===== src/cod_pkg.sv =====
// ==========================================================
// opcode decode types and constants
package cod_pkg;

    localparam logic [7:0] PREFIX_OPCODE = 8'h9E;
    localparam logic [2:0] MAX_OPERANDS  = 3'h3;
    localparam logic [3:0] FIRST_CYCLE   = 4'h1;
    localparam logic [7:0] ZERO_PAGE_HI  = 8'h00;
    localparam logic [15:0] AUTOINC_STEP = 16'h0001;

    typedef enum logic [4:0] {
        implied_mode,
        literal_mode,
        zero_page_mode,
        long_absolute_mode,
        index_mode,
        index_byte_offset_mode,
        index_word_offset_mode,
        stack_byte_offset_mode,
        stack_word_offset_mode,
        pc_offset_mode,
        index_autoinc_mode,
        index_byte_offset_autoinc_mode,
        index_autoinc_to_zero_page_move,
        zero_page_to_index_autoinc_move,
        literal_to_zero_page_move,
        zero_page_to_zero_page_move,
        zero_page_bit_branch_mode,
        literal_branch_mode
    } cod_mode_t;

    typedef struct packed {
        cod_mode_t  mode;
        logic [2:0] len;
        logic [3:0] cyc;
        logic       branch;
    } cod_dec_t;

    function automatic cod_dec_t mk(cod_mode_t m, logic [2:0] l,
                                    logic [3:0] c, logic b);
        cod_dec_t r;
        r.mode = m;
        r.len = l;
        r.cyc = c;
        r.branch = b;
        return r;
    endfunction

    // column from the high digit, row from the low digit
    function automatic cod_dec_t cod_decode(logic pre, logic [7:0] op);
        logic [3:0] hi;
        logic [3:0] lo;
        cod_dec_t   r;
        hi = op[7:4];
        lo = op[3:0];
        r = mk(implied_mode, 3'h1, 4'h1, 1'b0);
        if (pre) begin
            unique case (hi)
                4'h6: r = mk(stack_byte_offset_mode, 3'h3, 4'h5, 1'b0);
                4'hD: r = mk(stack_word_offset_mode, 3'h4, 4'h5, 1'b0);
                4'hE: r = mk(stack_byte_offset_mode, 3'h3, 4'h4, 1'b0);
                default: r = mk(implied_mode, 3'h2, 4'h2, 1'b0);
            endcase
        end else begin
            unique case (hi)
                4'h0: r = mk(zero_page_bit_branch_mode, 3'h3, 4'h5, 1'b1);
                4'h1: r = mk(zero_page_mode, 3'h2, 4'h4, 1'b0);
                4'h2: r = mk(pc_offset_mode, 3'h2, 4'h3, 1'b1);
                4'h3: r = mk(zero_page_mode, 3'h2, 4'h4, 1'b0);
                4'h4, 4'h5: begin
                    if (lo == 4'h1)
                        r = mk(literal_branch_mode, 3'h3, 4'h4, 1'b1);
                    else if (lo == 4'h5 && hi == 4'h4)
                        r = mk(literal_mode, 3'h3, 4'h3, 1'b0);
                    else if (lo == 4'h5)
                        r = mk(zero_page_mode, 3'h2, 4'h4, 1'b0);
                    else if (lo == 4'hE && hi == 4'h4)
                        r = mk(zero_page_to_zero_page_move, 3'h3, 4'h5, 1'b0);
                    else if (lo == 4'hE)
                        r = mk(zero_page_to_index_autoinc_move, 3'h2, 4'h4,
                               1'b0);
                    else if (lo == 4'h2)
                        r = mk(implied_mode, 3'h1, (hi == 4'h4) ? 4'h5 : 4'h7,
                               1'b0);
                end
                4'h6: begin
                    if (lo == 4'h1)
                        r = mk(index_byte_offset_autoinc_mode, 3'h3, 4'h5,
                               1'b1);
                    else if (lo == 4'h5)
                        r = mk(literal_mode, 3'h3, 4'h3, 1'b0);
                    else if (lo == 4'hE)
                        r = mk(literal_to_zero_page_move, 3'h3, 4'h4, 1'b0);
                    else
                        r = mk(index_byte_offset_mode, 3'h2, 4'h4, 1'b0);
                end
                4'h7: begin
                    if (lo == 4'h1)
                        r = mk(index_autoinc_mode, 3'h2, 4'h4, 1'b1);
                    else if (lo == 4'h5)
                        r = mk(zero_page_mode, 3'h2, 4'h4, 1'b0);
                    else if (lo == 4'hE)
                        r = mk(index_autoinc_to_zero_page_move, 3'h2, 4'h4,
                               1'b0);
                    else
                        r = mk(index_mode, 3'h1, 4'h3, 1'b0);
                end
                4'h8: begin
                    unique case (lo)
                        4'h0: r = mk(implied_mode, 3'h1, 4'h7, 1'b0);
                        4'h1: r = mk(implied_mode, 3'h1, 4'h4, 1'b0);
                        4'h3: r = mk(implied_mode, 3'h1, 4'h9, 1'b0);
                        4'hE: r = mk(implied_mode, 3'h1, 4'h1, 1'b0);
                        default: r = mk(implied_mode, 3'h1, 4'h2, 1'b0);
                    endcase
                end
                4'h9: begin
                    if (lo < 4'h4)
                        r = mk(pc_offset_mode, 3'h2, 4'h3, 1'b1);
                    else if (lo == 4'h4 || lo == 4'h5)
                        r = mk(implied_mode, 3'h1, 4'h2, 1'b0);
                    else if (lo == 4'hE)
                        r = mk(implied_mode, 3'h2, 4'h2, 1'b0);
                end
                4'hA: r = mk(literal_mode, 3'h2, 4'h2, 1'b0);
                4'hB: r = mk(zero_page_mode, 3'h2, 4'h3, 1'b0);
                4'hC: r = mk(long_absolute_mode, 3'h3, 4'h4, 1'b0);
                4'hD: r = mk(index_word_offset_mode, 3'h3, 4'h4, 1'b0);
                4'hE: r = mk(index_byte_offset_mode, 3'h2, 4'h3, 1'b0);
                4'hF: r = mk(index_mode, 3'h1, 4'h2, 1'b0);
            endcase
        end
        return r;
    endfunction

endpackage


===== src/cod_decode_seq.sv =====
`timescale 1ns/1ns
// Summary of operation
// - The high hex digit picks the map column, the low digit the row.
// - Each opcode has a cycle count, length and mode, and runs that long.
// - Opcode 00 is bit-0 branch-if-high, zero page, 3 bytes, 5 cycles.
// - A prefixed byte-offset opcode adds one byte to the stack pointer.
// - A prefixed word-offset opcode adds 16 bits to the stack pointer.
// - Index byte-offset mode adds one unsigned byte to the index pair.
// - Word-offset mode adds a high-then-low offset to the index pair.
// - Long absolute mode fetches the address high byte then low byte.
// - Bit-test branches carry a zero-page address, then a signed offset.
// - Pc-offset branches add a signed byte to the pc when taken.
// - Index autoinc mode uses the index pair then increments it by one.
// - Byte-offset autoinc adds the offset, then increments the pair.
// - Move reads at the index pair, increments it, and writes zero page.
// - Zero-page-to-index move writes at the pair, then increments it.
// - Literal move stores an instruction byte at a zero-page address.
module cod_decode_seq (
    input  wire logic             ref_clk_in,
    input  wire logic             rst_in,
    input  wire logic             clk_en_in,
    input  wire logic [7:0]       fetch_byte_in,
    input  wire logic [15:0]      index_in,
    input  wire logic [15:0]      sp_in,
    input  wire logic [15:0]      pc_in,
    input  wire logic             cond_in,
    output logic                  fetch_req_out,
    output logic                  done_out,
    output cod_pkg::cod_dec_t     dec_out,
    output logic [15:0]           ea_out,
    output logic [15:0]           ea2_out,
    output logic [7:0]            literal_out,
    output logic [15:0]           branch_target_out,
    output logic                  branch_take_out,
    output logic                  index_wr_out,
    output logic [15:0]           index_next_out
);

    typedef enum logic [1:0] {st_opcode, st_prefixed, st_run} cod_state_t;

    // ==========================================================
    // state
    cod_state_t        state_q;
    logic              pre_q;
    logic [2:0]        got_q;
    logic [3:0]        cnt_q;
    cod_pkg::cod_dec_t dec_q;
    logic [7:0]        opnd_q [3];

    // ==========================================================
    // decode of the byte now on the fetch port
    wire logic       is_prefix  = (state_q == st_opcode) &&
                                  (fetch_byte_in == cod_pkg::PREFIX_OPCODE);
    wire cod_pkg::cod_dec_t dec_now =
        (state_q == st_run) ? dec_q :
        cod_pkg::cod_decode(state_q == st_prefixed, fetch_byte_in);
    wire logic [3:0] cnt_now = (state_q == st_opcode) ? cod_pkg::FIRST_CYCLE
                                                      : cnt_q + 4'h1;
    // ends on the decoded count, never on the last byte fetched
    wire logic       last    = (cnt_now == dec_now.cyc) && !is_prefix;
    wire logic       take    = fetch_req_out;
    wire logic [2:0] got_now = got_q + {2'b00, take};
    wire logic [2:0] slot    = got_q - 3'h1 - {2'b00, pre_q};
    wire logic       next_req = last || (got_now < dec_now.len);

    // ==========================================================
    // operand bytes, with the byte arriving this cycle merged in
    logic [7:0] b [3];
    genvar gi;
    generate
        for (gi = 0; gi < 3; gi++) begin : g_opnd
            assign b[gi] = (take && state_q == st_run && slot == 3'(gi))
                           ? fetch_byte_in : opnd_q[gi];
        end
    endgenerate

    wire logic [15:0] zp0  = {cod_pkg::ZERO_PAGE_HI, b[0]};
    wire logic [15:0] zp1  = {cod_pkg::ZERO_PAGE_HI, b[1]};
    wire logic [15:0] word = {b[0], b[1]}; // high byte fetched first

    // ==========================================================
    // operand address selection
    function automatic logic [15:0] ea_sel(cod_pkg::cod_mode_t m);
        unique case (m)
            cod_pkg::zero_page_mode,
            cod_pkg::zero_page_bit_branch_mode,
            cod_pkg::zero_page_to_zero_page_move,
            cod_pkg::zero_page_to_index_autoinc_move: ea_sel = zp0;
            cod_pkg::long_absolute_mode:     ea_sel = word;
            cod_pkg::index_mode,
            cod_pkg::index_autoinc_mode,
            cod_pkg::index_autoinc_to_zero_page_move:
                ea_sel = index_in;
            cod_pkg::index_byte_offset_mode,
            cod_pkg::index_byte_offset_autoinc_mode:
                ea_sel = index_in + {8'h00, b[0]};
            cod_pkg::index_word_offset_mode: ea_sel = index_in + word;
            cod_pkg::stack_byte_offset_mode:
                ea_sel = sp_in + {8'h00, b[0]};
            cod_pkg::stack_word_offset_mode: ea_sel = sp_in + word;
            default:                         ea_sel = 16'h0000;
        endcase
    endfunction

    // destination address of the two-address moves
    function automatic logic [15:0] ea2_sel(cod_pkg::cod_mode_t m);
        unique case (m)
            cod_pkg::index_autoinc_to_zero_page_move: ea2_sel = zp0;
            cod_pkg::zero_page_to_index_autoinc_move:
                ea2_sel = index_in;
            cod_pkg::literal_to_zero_page_move,
            cod_pkg::zero_page_to_zero_page_move:     ea2_sel = zp1;
            default:                                  ea2_sel = 16'h0000;
        endcase
    endfunction

    // which operand byte is the branch displacement
    wire logic [7:0] disp =
        (dec_now.mode == cod_pkg::pc_offset_mode ||
         dec_now.mode == cod_pkg::index_autoinc_mode) ? b[0] : b[1];
    wire logic [15:0] target = pc_in + {{8{disp[7]}}, disp};
    wire logic autoinc =
        dec_now.mode == cod_pkg::index_autoinc_mode ||
        dec_now.mode == cod_pkg::index_byte_offset_autoinc_mode ||
        dec_now.mode == cod_pkg::index_autoinc_to_zero_page_move ||
        dec_now.mode == cod_pkg::zero_page_to_index_autoinc_move;

    // ==========================================================
    // sequencer: opcode, optional second opcode, operands, execute
    always_ff @(posedge ref_clk_in) begin
        if (rst_in) begin
            state_q <= st_opcode;
            pre_q   <= 1'b0;
            got_q   <= 3'h0;
            cnt_q   <= 4'h0;
            dec_q   <= '0;
            fetch_req_out <= 1'b1;
        end else if (clk_en_in) begin
            fetch_req_out <= next_req;
            cnt_q <= cnt_now;
            got_q <= last ? 3'h0 : got_now;
            pre_q <= is_prefix || (pre_q && !last);
            dec_q <= dec_now;
            state_q <= last      ? st_opcode :
                       is_prefix ? st_prefixed : st_run;
        end
    end

    // operand capture; stale slots beyond the length still reach literal_out and the target
    always_ff @(posedge ref_clk_in) begin
        if (rst_in) begin
            opnd_q <= '{default: 8'h00};
        end else if (clk_en_in) begin
            opnd_q <= b;
        end
    end

    // ==========================================================
    // results, loaded on the final cycle of each instruction
    always_ff @(posedge ref_clk_in) begin
        if (rst_in) begin
            done_out          <= 1'b0;
            dec_out           <= '0;
            ea_out            <= 16'h0000;
            ea2_out           <= 16'h0000;
            literal_out       <= 8'h00;
            branch_target_out <= 16'h0000;
            branch_take_out   <= 1'b0;
            index_wr_out      <= 1'b0;
            index_next_out    <= 16'h0000;
        end else if (clk_en_in) begin
            done_out <= last;
            if (last) begin
                dec_out           <= dec_now;
                ea_out            <= ea_sel(dec_now.mode);
                ea2_out           <= ea2_sel(dec_now.mode);
                literal_out       <= b[0];
                branch_target_out <= target;
                branch_take_out   <= dec_now.branch && cond_in;
                index_wr_out      <= autoinc;
                index_next_out    <= index_in + cod_pkg::AUTOINC_STEP;
            end
        end
    end

    // ==========================================================
    // checks
    a_column_select: assert property (
        @(posedge ref_clk_in) disable iff (rst_in)
        clk_en_in && state_q == st_opcode && fetch_byte_in[7:4] == 4'hC
        |-> dec_now.mode == cod_pkg::long_absolute_mode)
        else $error("high digit did not pick the column");
    // done shows one edge after the fifth cycle: five enabled edges
    a_opcode_zero: assert property (
        @(posedge ref_clk_in) disable iff (rst_in)
        clk_en_in && state_q == st_opcode && fetch_byte_in == 8'h00
        ##1 clk_en_in [*5] |-> done_out && dec_out.len == 3'h3 &&
        dec_out.cyc == 4'h5 &&
        dec_out.mode == cod_pkg::zero_page_bit_branch_mode)
        else $error("opcode zero not five cycles");
    a_stack_byte: assert property (
        @(posedge ref_clk_in) disable iff (rst_in)
        clk_en_in && last && dec_now.mode == cod_pkg::stack_byte_offset_mode
        |=> ea_out == $past(sp_in) + {8'h00, $past(b[0])})
        else $error("stack byte offset address wrong");
    a_stack_word: assert property (
        @(posedge ref_clk_in) disable iff (rst_in)
        clk_en_in && last && dec_now.mode == cod_pkg::stack_word_offset_mode
        |=> ea_out == $past(sp_in) + {$past(b[0]), $past(b[1])})
        else $error("stack word offset address wrong");
    // a frozen cycle holds done high with a stale count behind it
    a_done_count: assert property (
        @(posedge ref_clk_in) disable iff (rst_in)
        done_out && $past(clk_en_in)
        |-> $past(cnt_now) == dec_out.cyc && fetch_req_out)
        else $error("instruction ended off its cycle count");
    a_long_absolute: assert property (
        @(posedge ref_clk_in) disable iff (rst_in)
        clk_en_in && last && dec_now.mode == cod_pkg::long_absolute_mode
        |=> ea_out == {$past(b[0]), $past(b[1])})
        else $error("long address byte order wrong");
    a_branch_target: assert property (
        @(posedge ref_clk_in) disable iff (rst_in)
        clk_en_in && last && dec_now.mode == cod_pkg::pc_offset_mode
        |=> branch_target_out ==
            $past(pc_in) + {{8{$past(b[0][7])}}, $past(b[0])}
        && branch_take_out == $past(cond_in))
        else $error("branch target or take wrong");
    a_autoinc_step: assert property (
        @(posedge ref_clk_in) disable iff (rst_in)
        clk_en_in && last && dec_now.mode == cod_pkg::index_autoinc_mode
        |=> index_wr_out && index_next_out == $past(index_in) + 16'h0001 &&
        ea_out == $past(index_in))
        else $error("autoinc index update wrong");
    a_move_to_index: assert property (
        @(posedge ref_clk_in) disable iff (rst_in)
        clk_en_in && last &&
        dec_now.mode == cod_pkg::zero_page_to_index_autoinc_move
        |=> ea2_out == $past(index_in) && index_wr_out)
        else $error("move destination not the index pair");

endmodule


===== config.mk =====
export PLATFORM = sky130hd
export DESIGN_NAME = cod_decode_seq
export DESIGN_NICKNAME = d
export VERILOG_FILES = /design/src/cod_pkg.sv /design/src/cod_decode_seq.sv
export SDC_FILE = /design/constraint.sdc
export NUM_CORES = 1
export LEC_CHECK = 0
export BUFFER_PORTS_ARGS = -buffer_cell sky130_fd_sc_hd__buf_2
export CORE_AREA = 2 2 119 208
export DETAILED_ROUTE_END_ITERATION = 6
export DIE_AREA = 0 0 121 210
export PLACE_DENSITY = 0.68
export SLEW_MARGIN = 20
export SYNTH_ARGS = -nofsm -noshare
export SYNTH_HDL_FRONTEND = slang
export SYNTH_SLANG_ARGS = --single-unit

===== constraint.sdc =====
create_clock -name ref_clk_in -period 5.9 [get_ports ref_clk_in]
set_clock_uncertainty 0.05 [all_clocks]
set_input_delay 0.59 -clock ref_clk_in [delete_from_list [all_inputs] [get_ports ref_clk_in]]
set_output_delay 0.59 -clock ref_clk_in [all_outputs]
set_load 0.005 [all_outputs]

==> impl_metrics.yaml <==
worst_setup_path:
  crit_required_ps: 6130
  worstSetupStartpointType: "flop"
  arrival_ps: 5530
  endpoint_kind: "flop"
  cp_max_fo: 16
  path_class: "reg2reg"
place:
  dp_cells: 1587
  place.gp.congestion: 0.9691
  dpl.hpwl_mm: 26.94
  post-place-ws_ps: 341.3
  portBuffers: 148
  placed_area_mm2: 0.01052
cts:
  cts_tree: "built"
  cts_root_buf: "clkbuf_16"
  numCtsBuffers: 17
  cts_sinks: 128
  cts_setup_buffers: 0
  cts_buffer_depth: 2
  ctsHoldBuffers: 0
  h-tree-depth: 4
  clk_pin_slew_ps: 60
  insertion_delay_ps: 430
routing:
  drt-pass1-iter-count: 5
  routed-via-count: 9604
  routed_wl_mm: 34.46
  post_drt_wl_per_cell_um: 21.31
  ant_nets: 0
  drt_iter0_drc: 835
  viasPerCell: 5.939
  drcViolationCount: 0
timing:
  fin_tns_setup_ps: 0
  relSlewSlack_pct: 34.36
  maxSlewViolCount: 0
  tightestPinTransition_ps: 971.4
  setup_ws_ps: 598.0
  rsz0062_at_grt: "false"
  post-route-period-util_pct: 89.86
  setup_violations: 0
  max_freq_mhz: 188.6
  hold_viol_final: 0
  period_minus_slack_ps: 5302
global_route:
  antenna_found_initial: 0
  grt_usage_pct: 26.94
  grt-ovfl-total: 0
  grt_max_degree: 71
  grt_pass1_wl_mm: 52.03
  grt_pass1_vias: 9329
yosys:
  synth_warnings: 0
  synth_edf_count: 0
  yosysTopAreaCellShare_pct: 27.26
  synth_area_leader_cell: "dfxtp_1"
  async_flop_share_pct: 0
  synthFlopType: "dfxtp_1"
  ys_seq_area_share_pct: 27.26
  synth_fp_nets: 1282
  synth_area_mm2: 0.009402
  synth.area.top_cells: "dfxtp_1, nor2_1, ha_1, a211oi_1, mux2i_1"
  synthCells: 1170
  postSynthAreaPerCell_um2: 8.035
  synth-seq-cells: 128
  ys_types: 86
final_layout:
  num_antenna_cells: 0
  area_delta_synth_final_pct: 18.18
  drive_above_1_share_pct: 20.78
  instances_no_fill: 1617
  fin_area_mm2: 0.01111
  nNetsFinal: 1410
floorplanning:
  coreArea_mm2: 0.02374
  dieArea_mm2: 0.02541
  num_rows: 75
  die_w_um: 121
  io_pins: 149
  die_h_um: 210
  start_util_pct: 39.60
job:
  drv_cap: 0
min_path:
  min-delay-path-class: "in2reg"
power_and_ir_drop:
  p_leak_uw: 0.004726
  powerDensity_mw_per_mm2: 260.4
  peakVddDrop_mv: 0.1805
run_status:
  status: "finished, final reports clean"
## layout by cell type (no fill, tap or decap), types with 12 or more instances in the layout
master     netlist  final
xnor2_1         38     38
and3_1          12     12
o21ai_0         38     38
nor3_1          13     13
mux2i_1         47     47
xor2_1          25     25
a22o_1          18     18
buf_4            2     44
mux2_2          25     25
nand3_1         28     27
a211oi_1        72     72
ha_1            49     49
nand2_1         61     61
o22ai_1         12     12
inv_1           47     47
nor2_1         170    169
buf_2           30    147
clkbuf_16        0     17
a21oi_1         83     83
dfxtp_1        128    128
a31oi_1         12     12
## what timing repair did
action,4_1_cts,5_1_grt
endpoints found under the setup margin,0,5
endpoints found under the hold margin,0,0
resized for setup,0,2
## cells in the mapped netlist (all sizes together), types with 6 or more instances
cell type	number
o211ai	11
o221ai	7
a31oi	12
o21a	9
nor2	170
nand3	28
nand2	61
and3	12
a21o	8
nor2b	8
ha	49
xnor2	38
o22ai	12
o2bb2ai	9
a22o	18
nand3b	7
mux2i	47
nand4	10
xor2	25
o21ai	41
a21boi	8
o21bai	9
nor4	6
a211oi	72
a21oi	83
nand2b	11
nor3	13
clkbuf	48
inv	48
dfxtp	128
a221oi	7
buf	35
or2	6
mux2	25
## critical path: stages (launching register included)
cell and delay, ps:
dfxtp_1 660, nand2b_1 350, buf_4 270, nor2_1 200
a22o_1 180, o21bai_1 130, or4_1 690, mux2_2 320
ha_1 190, inv_1 70, fa_1 390, nor2b_1 160
o31a_1 150, o21ai_0 110, a21oi_1 310, o21ai_0 120
mux2i_1 270, xnor2_1 120, a221oi_1 260, a311oi_1 120
## worst paths after layout
path                            startpoint  depth (start not counted)              end  slack, ps
worst max-delay path            state_q[1]                         19       ea_out[12]        600
worst min register to register   ea_out[9]                          1        ea_out[9]        410
worst max register to register  state_q[1]                         19       ea_out[12]        600
worst min-delay path               cond_in                          3  branch_take_out        370
## cells by family after synthesis
family,share of synthesized area [%]
adders and majority gates,7.160
and+or+nand+nor,19.24
AOI/OAI and AO/OA,26.76
DFF,27.26
muxes,7.998
xor gates and xnor gates,5.869
buffers and inverters,5.709
## layer usage
metal,vias up,global-route usage (%),share of wire (%)
met5,-,0,0
met4,0,22.01,8.8
met3,134,4.031,4.8
met2,374,47.71,51
met1,4509,27.46,35
li1,4587,-,-
## sequential cells by signal (all words and copies together), names as in the netlist
register,flops
index_next_out,16
state_q,2
done_out,1
branch_target_out,16
dec_out,13
index_wr_out,1
dec_q,13
pre_q,1
ea_out,16
got_q,3
ea2_out,16
cnt_q,4
literal_out,8
fetch_req_out,1
branch_take_out,1
opnd_q,16
## area by class of cell
class                           instances  area [µm²]
Tap cell                              308       385.4
Inverter                               48       180.2
Fill cell                            2355       12630
Sequential cell                       128        2562
Multi-Input combinational cell        911        6317
Clock buffer                           24       471.7
Clock inverter                          6       107.6
Timing Repair Buffer                  192        1086
## through the flow
step           hold WS (ps)  power, µW  utilization, %
3_5_place_dp          392.8       1837           44.33
6_report              371.2       2894           46.80
5_1_grt               381.6       3026           46.80
4_1_cts               357.4       2903           46.77
3_3_place_gp          397.7       1828           44.33
2_1_floorplan         396.2       1557               -
## power by group
group,switching [µW],internal [µW],leakage (µW)
Combinational,526,354,0.00340
Sequential,36.2,917,0.00104
Clock,381,680,0.000280
Total,943,1950,0.00473
No activity file was read; power rests on OpenSTA's default activity.
